[src/mtfc_map.vh]
`ifndef MTFC_MAP_VH
`define MTFC_MAP_VH

// ==========================================================
// Register byte offsets.
`define MTFC_FC_CFG_OFS     8'h00
`define MTFC_TX_CFG_OFS     8'h04
`define MTFC_STATUS_OFS     8'h08

// ==========================================================
// Flow-control configuration fields.
`define MTFC_FC_RX_BIT      0
`define MTFC_FC_TX_BIT      1

// ==========================================================
// Transmitter configuration fields.
`define MTFC_TX_RESET_BIT   0
`define MTFC_TX_JUMBO_BIT   1
`define MTFC_TX_CFCS_BIT    2
`define MTFC_TX_ENABLE_BIT  3
`define MTFC_TX_HALF_BIT    4

// ==========================================================
// Status fields.
`define MTFC_ST_BUSY_BIT    0
`define MTFC_ST_PAUSED_BIT  1
`define MTFC_ST_PEND_BIT    2
`define MTFC_ST_OVER_BIT    3

// ==========================================================
// Frame and timing counts in byte times, quanta shift, pause-frame fields and CRC constants.
`define MTFC_MIN_FRAME      16'h003C
`define MTFC_MAX_STD_FRAME  16'h05EE
`define MTFC_FCS_LEN        16'h0004
`define MTFC_IFG_BYTES      4'hC
`define MTFC_QUANTA_SHIFT   6
`define MTFC_PAUSE_TYPE     16'h8808
`define MTFC_PAUSE_OPCODE   16'h0001
`define MTFC_PAUSE_DA       48'h0180C2000001
`define MTFC_CRC_INIT       32'hFFFFFFFF
`define MTFC_CRC_POLY       32'hEDB88320

`endif

[src/mtfc_top.v]
// Contract
// - Receive pause parameter sets reset value of receive flow-control enable bit.
// - Receive flow control on and full duplex: received pause suspends transmitter.
// - Receive flow control off: received pause frames are forwarded to client.
// - Transmit pause parameter sets reset value of transmit flow-control enable bit.
// - Transmit flow control on, full duplex: client pause request sends pause frame.
// - Transmit flow control off: client pause requests are ignored entirely.
// - Transmitter reset bit resets engine and restores transmitter settings to defaults.
// - Jumbo enable set: frames longer than standard maximum may be sent.
// - Jumbo enable clear: only frames up to standard maximum are sent.
// - Client FCS enabled: client supplies FCS, MAC generates none.
// - Client FCS disabled: MAC pads short frames, computes and appends FCS.
// - Transmit enable makes transmitter operational when set, disabled when clear.
// - Half-duplex bit selects half duplex; full duplex gates flow-control behaviour.
`include "mtfc_map.vh"

module mtfc_top #(
   parameter rx_pause_honor_default    = 1'b0,
   parameter tx_pause_gen_default      = 1'b0,
   parameter tx_engine_reset_default   = 1'b0,
   parameter tx_oversize_allow_default = 1'b0,
   parameter tx_client_fcs_default     = 1'b0,
   parameter tx_engine_enable_default  = 1'b1,
   parameter tx_half_duplex_default    = 1'b0,
   parameter [47:0] station_addr       = 48'h020000000001
) (
   // Clock and reset.
   input  wire        core_clk,
   input  wire        rst,
   // Register port.
   input  wire [7:0]  reg_addr,
   input  wire [31:0] reg_wdata,
   input  wire        reg_wr,
   input  wire        reg_rd,
   output reg  [31:0] reg_rdata,
   // Client transmit stream.
   input  wire [7:0]  client_tx_data,
   input  wire        client_tx_valid,
   input  wire        client_tx_last,
   output wire        client_tx_ready,
   // Client pause request.
   input  wire        client_pause_request,
   input  wire [15:0] client_pause_value,
   // Received pause frames from the receive path.
   input  wire        rx_pause_valid,
   input  wire [15:0] rx_pause_quanta,
   output reg         rx_pause_fwd_valid,
   output reg  [15:0] rx_pause_fwd_quanta,
   // Line side.
   output reg  [7:0]  line_tx_data,
   output reg         line_tx_en,
   output reg         line_tx_err
);

   // =======================================================
   // States.
   localparam [6:0] ST_IDLE  = 7'h01;
   localparam [6:0] ST_DATA  = 7'h02;
   localparam [6:0] ST_PAD   = 7'h04;
   localparam [6:0] ST_PAUSE = 7'h08;
   localparam [6:0] ST_FCS   = 7'h10;
   localparam [6:0] ST_DROP  = 7'h20;
   localparam [6:0] ST_IFG   = 7'h40;

   // =======================================================
   // Functions.
   function [31:0] crc_byte;
      input [31:0] crc;
      input [7:0]  data;
      integer      i;
      reg   [31:0] c;
      begin
         c = crc ^ {24'h000000, data};
         for (i = 0; i < 8; i = i + 1) begin
            c = c[0] ? ((c >> 1) ^ `MTFC_CRC_POLY) : (c >> 1);
         end
         crc_byte = c;
      end
   endfunction

   function [7:0] pause_byte;
      input [15:0] idx;
      input [15:0] quanta;
      reg   [47:0] da;
      reg   [47:0] sa;
      reg   [15:0] ty;
      reg   [15:0] op;
      begin
         da = `MTFC_PAUSE_DA;
         sa = station_addr;
         ty = `MTFC_PAUSE_TYPE;
         op = `MTFC_PAUSE_OPCODE;
         case (idx)
            16'h0000: pause_byte = da[47:40];
            16'h0001: pause_byte = da[39:32];
            16'h0002: pause_byte = da[31:24];
            16'h0003: pause_byte = da[23:16];
            16'h0004: pause_byte = da[15:8];
            16'h0005: pause_byte = da[7:0];
            16'h0006: pause_byte = sa[47:40];
            16'h0007: pause_byte = sa[39:32];
            16'h0008: pause_byte = sa[31:24];
            16'h0009: pause_byte = sa[23:16];
            16'h000A: pause_byte = sa[15:8];
            16'h000B: pause_byte = sa[7:0];
            16'h000C: pause_byte = ty[15:8];
            16'h000D: pause_byte = ty[7:0];
            16'h000E: pause_byte = op[15:8];
            16'h000F: pause_byte = op[7:0];
            16'h0010: pause_byte = quanta[15:8];
            16'h0011: pause_byte = quanta[7:0];
            default:  pause_byte = 8'h00;
         endcase
      end
   endfunction

   // =======================================================
   // Configuration registers.
   reg        fc_rx_reg;
   reg        fc_tx_reg;
   reg        tx_reset_reg;
   reg        tx_jumbo_reg;
   reg        tx_cfcs_reg;
   reg        tx_enable_reg;
   reg        tx_half_reg;
   reg        over_seen_reg;

   wire wr_fc = reg_wr && (reg_addr == `MTFC_FC_CFG_OFS);
   wire wr_tx = reg_wr && (reg_addr == `MTFC_TX_CFG_OFS);
   wire wr_st = reg_wr && (reg_addr == `MTFC_STATUS_OFS);

   always @(posedge core_clk) begin
      if (rst) begin
         fc_rx_reg <= rx_pause_honor_default;
         fc_tx_reg <= tx_pause_gen_default;
      end else if (wr_fc) begin
         fc_rx_reg <= reg_wdata[`MTFC_FC_RX_BIT];
         fc_tx_reg <= reg_wdata[`MTFC_FC_TX_BIT];
      end
   end

   // While the reset bit stands and no write arrives, every other field is held at its default.
   always @(posedge core_clk) begin
      if (rst || (tx_reset_reg && !wr_tx)) begin
         tx_reset_reg  <= rst ? tx_engine_reset_default : tx_reset_reg;
         tx_jumbo_reg  <= tx_oversize_allow_default;
         tx_cfcs_reg   <= tx_client_fcs_default;
         tx_enable_reg <= tx_engine_enable_default;
         tx_half_reg   <= tx_half_duplex_default;
      end else if (wr_tx) begin
         tx_reset_reg  <= reg_wdata[`MTFC_TX_RESET_BIT];
         tx_jumbo_reg  <= reg_wdata[`MTFC_TX_JUMBO_BIT];
         tx_cfcs_reg   <= reg_wdata[`MTFC_TX_CFCS_BIT];
         tx_enable_reg <= reg_wdata[`MTFC_TX_ENABLE_BIT];
         tx_half_reg   <= reg_wdata[`MTFC_TX_HALF_BIT];
      end
   end

   wire full_duplex = !tx_half_reg;

   // =======================================================
   // Engine state.
   reg [6:0]  state_reg;
   reg [15:0] idx_reg;
   reg [31:0] crc_reg;
   reg [1:0]  fcs_cnt_reg;
   reg [3:0]  ifg_cnt_reg;
   reg [21:0] pause_cnt_reg;
   reg        pend_reg;
   reg [15:0] pend_val_reg;
   reg        req_prev_reg;

   wire engine_rst = rst || tx_reset_reg;
   wire paused     = (pause_cnt_reg != 22'h000000);
   wire take       = client_tx_valid && (state_reg == ST_DATA);
   wire [15:0] idx_inc = (idx_reg == 16'hFFFF) ? idx_reg : idx_reg + 16'h0001;
   wire [15:0] max_len = tx_cfcs_reg ? `MTFC_MAX_STD_FRAME
                                     : `MTFC_MAX_STD_FRAME - `MTFC_FCS_LEN;

   assign client_tx_ready = (state_reg == ST_DATA) || (state_reg == ST_DROP);

   // =======================================================
   // Received pause handling.
   always @(posedge core_clk) begin
      if (engine_rst) begin
         pause_cnt_reg       <= 22'h000000;
         rx_pause_fwd_valid  <= 1'b0;
         rx_pause_fwd_quanta <= 16'h0000;
      end else begin
         rx_pause_fwd_valid <= 1'b0;
         if (rx_pause_valid && fc_rx_reg && full_duplex) begin
            pause_cnt_reg <= {rx_pause_quanta, 6'h00};
         end else if (paused) begin
            pause_cnt_reg <= pause_cnt_reg - 22'h000001;
         end
         if (rx_pause_valid && !fc_rx_reg) begin
            rx_pause_fwd_valid  <= 1'b1;
            rx_pause_fwd_quanta <= rx_pause_quanta;
         end
      end
   end

   // =======================================================
   // Client pause request capture.
   wire req_edge = client_pause_request && !req_prev_reg;
   wire start_pause = pend_reg && (state_reg == ST_IDLE) && tx_enable_reg;

   always @(posedge core_clk) begin
      if (engine_rst) begin
         pend_reg     <= 1'b0;
         pend_val_reg <= 16'h0000;
         req_prev_reg <= 1'b0;
      end else begin
         req_prev_reg <= client_pause_request;
         if (req_edge && fc_tx_reg && full_duplex) begin
            pend_reg     <= 1'b1;
            pend_val_reg <= client_pause_value;
         end else if (start_pause) begin
            pend_reg <= 1'b0;
         end
      end
   end

   // =======================================================
   // Oversize flag; a new event wins over a software clear.
   wire over_evt = take && !client_tx_last && !tx_jumbo_reg && (idx_inc >= max_len);

   always @(posedge core_clk) begin
      if (rst) begin
         over_seen_reg <= 1'b0;
      end else if (over_evt) begin
         over_seen_reg <= 1'b1;
      end else if (wr_st && reg_wdata[`MTFC_ST_OVER_BIT]) begin
         over_seen_reg <= 1'b0;
      end
   end

   // =======================================================
   // Transmit engine.
   always @(posedge core_clk) begin
      if (engine_rst) begin
         state_reg    <= ST_IDLE;
         idx_reg      <= 16'h0000;
         crc_reg      <= `MTFC_CRC_INIT;
         fcs_cnt_reg  <= 2'b00;
         ifg_cnt_reg  <= 4'h0;
         line_tx_data <= 8'h00;
         line_tx_en   <= 1'b0;
         line_tx_err  <= 1'b0;
      end else begin
         line_tx_en  <= 1'b0;
         line_tx_err <= 1'b0;
         case (state_reg)
            ST_IDLE: begin
               idx_reg <= 16'h0000;
               crc_reg <= `MTFC_CRC_INIT;
               if (start_pause) begin
                  state_reg <= ST_PAUSE;
               end else if (client_tx_valid && tx_enable_reg && !paused) begin
                  state_reg <= ST_DATA;
               end
            end
            ST_DATA: begin
               if (client_tx_valid) begin
                  line_tx_data <= client_tx_data;
                  line_tx_en   <= 1'b1;
                  crc_reg      <= crc_byte(crc_reg, client_tx_data);
                  idx_reg      <= idx_inc;
                  if (client_tx_last) begin
                     if (tx_cfcs_reg) begin
                        state_reg <= ST_IFG;
                     end else if (idx_inc < `MTFC_MIN_FRAME) begin
                        state_reg <= ST_PAD;
                     end else begin
                        state_reg <= ST_FCS;
                     end
                  end else if (over_evt) begin
                     line_tx_err <= 1'b1;
                     state_reg   <= ST_DROP;
                  end
               end
            end
            ST_PAD: begin
               line_tx_data <= 8'h00;
               line_tx_en   <= 1'b1;
               crc_reg      <= crc_byte(crc_reg, 8'h00);
               idx_reg      <= idx_inc;
               if (idx_inc >= `MTFC_MIN_FRAME) begin
                  state_reg <= ST_FCS;
               end
            end
            ST_PAUSE: begin
               line_tx_data <= pause_byte(idx_reg, pend_val_reg);
               line_tx_en   <= 1'b1;
               crc_reg      <= crc_byte(crc_reg, pause_byte(idx_reg, pend_val_reg));
               idx_reg      <= idx_inc;
               if (idx_inc >= `MTFC_MIN_FRAME) begin
                  state_reg <= ST_FCS;
               end
            end
            ST_FCS: begin
               line_tx_data <= ~crc_reg[7:0];
               line_tx_en   <= 1'b1;
               crc_reg      <= {8'h00, crc_reg[31:8]};
               fcs_cnt_reg  <= fcs_cnt_reg + 2'b01;
               if (fcs_cnt_reg == 2'b11) begin
                  state_reg <= ST_IFG;
               end
            end
            ST_DROP: begin
               if (client_tx_valid && client_tx_last) begin
                  state_reg <= ST_IFG;
               end
            end
            ST_IFG: begin
               fcs_cnt_reg <= 2'b00;
               ifg_cnt_reg <= ifg_cnt_reg + 4'h1;
               if (ifg_cnt_reg == `MTFC_IFG_BYTES - 4'h1) begin
                  ifg_cnt_reg <= 4'h0;
                  state_reg   <= ST_IDLE;
               end
            end
            default: begin
               state_reg <= ST_IDLE;
            end
         endcase
      end
   end

   // =======================================================
   // Register read port; unmapped addresses read zero.
   always @(posedge core_clk) begin
      if (rst) begin
         reg_rdata <= 32'h00000000;
      end else if (reg_rd) begin
         reg_rdata <= 32'h00000000;
         case (reg_addr)
            `MTFC_FC_CFG_OFS: begin
               reg_rdata[`MTFC_FC_RX_BIT] <= fc_rx_reg;
               reg_rdata[`MTFC_FC_TX_BIT] <= fc_tx_reg;
            end
            `MTFC_TX_CFG_OFS: begin
               reg_rdata[`MTFC_TX_RESET_BIT]  <= tx_reset_reg;
               reg_rdata[`MTFC_TX_JUMBO_BIT]  <= tx_jumbo_reg;
               reg_rdata[`MTFC_TX_CFCS_BIT]   <= tx_cfcs_reg;
               reg_rdata[`MTFC_TX_ENABLE_BIT] <= tx_enable_reg;
               reg_rdata[`MTFC_TX_HALF_BIT]   <= tx_half_reg;
            end
            `MTFC_STATUS_OFS: begin
               reg_rdata[`MTFC_ST_BUSY_BIT]   <= (state_reg != ST_IDLE);
               reg_rdata[`MTFC_ST_PAUSED_BIT] <= paused;
               reg_rdata[`MTFC_ST_PEND_BIT]   <= pend_reg;
               reg_rdata[`MTFC_ST_OVER_BIT]   <= over_seen_reg;
            end
            default: begin
               reg_rdata <= 32'h00000000;
            end
         endcase
      end else begin
         reg_rdata <= 32'h00000000;
      end
   end

endmodule

[config.mk]
export PLATFORM = sky130hd
export DESIGN_NAME = mtfc_top
export DESIGN_NICKNAME = d
export VERILOG_FILES = /design/src/mtfc_top.v
export VERILOG_INCLUDE_DIRS = /design/src
export SDC_FILE = /design/constraint.sdc
export NUM_CORES = 1
export LEC_CHECK = 0
export ABC_AREA = 1
export BUFFER_PORTS_ARGS = -buffer_cell sky130_fd_sc_hd__buf_2
export CAP_MARGIN = 10
export CORE_UTILIZATION = 29
export CTS_CLUSTER_DIAMETER = 30
export CTS_CLUSTER_SIZE = 14
export DETAILED_ROUTE_END_ITERATION = 10
export PLACE_DENSITY = 0.57
export SKIP_CTS_REPAIR_TIMING = 1
export SYNTH_ARGS = -nofsm -noshare
export SYNTH_HDL_FRONTEND = slang
export SYNTH_SLANG_ARGS = --single-unit
[constraint.sdc]
create_clock -name core_clk -period 2.3 [get_ports core_clk]
set_input_delay 0.69 -clock core_clk [delete_from_list [all_inputs] [get_ports core_clk]]
set_output_delay 0.69 -clock core_clk [all_outputs]
set_load 0.05 [all_outputs]
==> results.cfg <==
[cts]
cts_buffer_depth = 2
tritoncts.num_buffers = 17
clock_sinks = 141
cts_root_buf = clkbuf_16
cts.reportedPaths.clkPinSlew_ns = 0.07
htree_num_levels = 4
cts_tree = done
clkLatencyLatePin_ns = 0.44

[yosys]
ys_seq_elements = 141
synth_ff_type = dfxtp_1
synth_warnings = 0
yosys.area_share.simple_pct = 35.9
synth_edf_count = 1
synth_cell_type_count = 61
netlist_area_mm2 = 0.0109
synth.yosys.seq_area_share_pct = 26.0
syn_area_per_cell_um2 = 6.45
synth_top_family_by_area = simple AND/OR/NAND/NOR gates
synthMuxAreaShare_pct = 0
synthArstFlopShare_pct = 0
synthAdderAreaFrac_pct = 0.919
synth-xor-area-share_pct = 12.4
synth_compound_area_share_pct = 14.5
syn_inst = 1690

[floorplan]
ios = 148
coreArea_mm2 = 0.0368
start_util_pct = 29.6
rows = 70
dieArea_mm2 = 0.0383
die_w_um = 196
die_height_um = 196

[run]
drv_cap = 0

[sta]
period_needed_ns = 2.48
finalSetupTns_ns = -3.02
rsz0062_at_grt = true
relSlewSlack_pct = 55.8
skew_ns = 0.0143
fin_crit_sh_pct = 108
drv_slew = 0
hold_viol = 0
clock.fmax_mhz = 404
fin_ws_ns = -0.177
whs_ns = 0.467
worst_pin_slew_ns = 0.662
setup_viol = 31

[placement]
hpwl_um = 31100
globalplace.congestion = 0.966
dp_cells = 2461
io_buffers = 93

[global_routing]
grt_pass1_wl_um = 61900
first_global_vias = 11600
grt_max_degree = 35
grt_overflow = 0
grtUsageTotal_pct = 20.7
antenna_found_initial = 3

[min_path]
hp-class = register to register

[detailed_routing]
vias_per_cell = 4.92
first_iter_violations = 899
num_vias = 12500
finalWirelength_um = 41800
wl_per_cell_um = 16.5
drcViolationCount = 0
drtPass1Iterations = 5
antenna_left = 0

[final_layout]
final_cell_mix = 347 x nand2_1, 274 x buf_4, 147 x nor2_1
syn_to_final_growth_pct = 47.0
final_common_cell = nand2_1
multi_input_area_mm2 = 0.00819
seq_area_mm2 = 0.00286
drive_above_1_share_pct = 36.2
largest_register_ffs = 32
fin_nets = 2150
num-fill-cells = 3696
final_cells = 2536

[power]
peakVddDrop_v = 0.000662
powerDensity_mw_per_mm2 = 1020
leakagePower_nw = 7.43

[worst_setup_path]
start_kind = register
end_kind = output pin
worst_ep_arrival_time_ns = 1.79
crit_required_ns = 1.61
crit_fanout = 3
crit_type = register to output pin

[outcome]
violations = setup timing
status = finished with violations
-- synthesized netlist by cell type (3+ instances only) --
cell | n | area [um^2]
a211oi_1 | 10 | 75.1
a21oi_1 | 115 | 576
a31oi_1 | 7 | 43.8
buf_2 | 14 | 70.1
buf_4 | 33 | 248
buf_6 | 7 | 78.8
clkbuf_1 | 32 | 120
dfxtp_1 | 140 | 2800
ha_1 | 8 | 100
inv_1 | 139 | 522
inv_2 | 17 | 63.8
nand2_1 | 431 | 1620
nand2_2 | 26 | 163
nand3_1 | 113 | 566
nand3_2 | 8 | 80.1
nand4_1 | 26 | 163
nor2_1 | 172 | 646
nor2_2 | 12 | 75.1
nor2_4 | 3 | 33.8
nor3_1 | 29 | 145
nor3_2 | 6 | 60.1
nor4_1 | 8 | 50.1
nor4_2 | 4 | 50.1
o211ai_1 | 13 | 97.6
o21ai_0 | 96 | 480
o21ai_1 | 17 | 85.1
o22ai_1 | 11 | 68.8
o31ai_1 | 3 | 22.5
or2_2 | 11 | 68.8
xnor2_1 | 35 | 307
xnor2_4 | 3 | 82.6
xor2_1 | 95 | 832
xor2_2 | 5 | 81.3
-- worst paths after layout --
| kind | depth (start not counted) | end | start | slack (ns) |
|---|---|---|---|---|
| setup / recovery | 7 | client_tx_ready | state_reg[1]$_SDFFE_PP0P_ | -0.18 |
| setup reg to reg | 17 | crc_reg[18]$_SDFFE_PP1P_ | idx_reg[9]$_SDFFE_PP0P_ | -0.16 |
| hold reg to reg | 2 | reg_rdata[3]$_SDFF_PP0_ | tx_enable_reg$_SDFFE_PP1P_ | 0.47 |
| hold / removal | 2 | reg_rdata[3]$_SDFF_PP0_ | tx_enable_reg$_SDFFE_PP1P_ | 0.47 |
-- routing by layer --
layer | part of all wire, % | up-vias | global-route usage (%) | wire, um
met5 | 0.057 | - | 0 | 24
li1 | - | 6188 | - | -
met4 | 4.4 | 4 | 9.98 | 1840
met3 | 6.3 | 98 | 3.82 | 2610
met2 | 47 | 397 | 34.8 | 19600
met1 | 42 | 5795 | 25.4 | 17700
-- cell type report --
type	instances	area share (%)
Tap cell	468	3.66
Clock buffer	21	2.88
Timing Repair Buffer	407	19.5
Inverter	157	3.79
Antenna cell	1	0.0156
Clock inverter	11	1.13
Sequential cell	141	17.9
Multi-Input combinational cell	1330	51.1
-- through the flow --
step                utilization [%]  instance area (um^2)  power (W)  setup WS, ns
floorplan                         -                 11000    0.00865      0.000195
CTS                            39.0                 14400     0.0149        -0.578
global placement               37.3                 13700     0.0117        -0.246
finish                         43.5                 16000     0.0163        -0.177
detailed placement             37.3                 13700     0.0117        -0.241
global route                   43.5                 16000     0.0173        -0.292
-- worst max-delay path, stage by stage, from the launching register on --
cell	delay, ns
dfxtp_1	0.34
inv_1	0.10
nand2_2	0.12
nor2_2	0.13
inv_1	0.11
nor4_4	0.21
or2_4	0.19
buf_6	0.15
-- cells by family (layout without fill, tap and decap cells) --
group / count (synthesis) / count (layout)
xor+xnor: 140 / 140
simple gates: 868 / 868
fa+ha+maj: 8 / 8
other cells: 1 / 28
buf+inv: 245 / 596
compound gates: 287 / 287
flops: 141 / 141
-- power breakdown --
part / switching [W] / internal, W
clock network: 0.00119 / 0.00189
logic: 0.00594 / 0.00410
registers: 0.000362 / 0.00276
(Power assumes the default switching activity.)
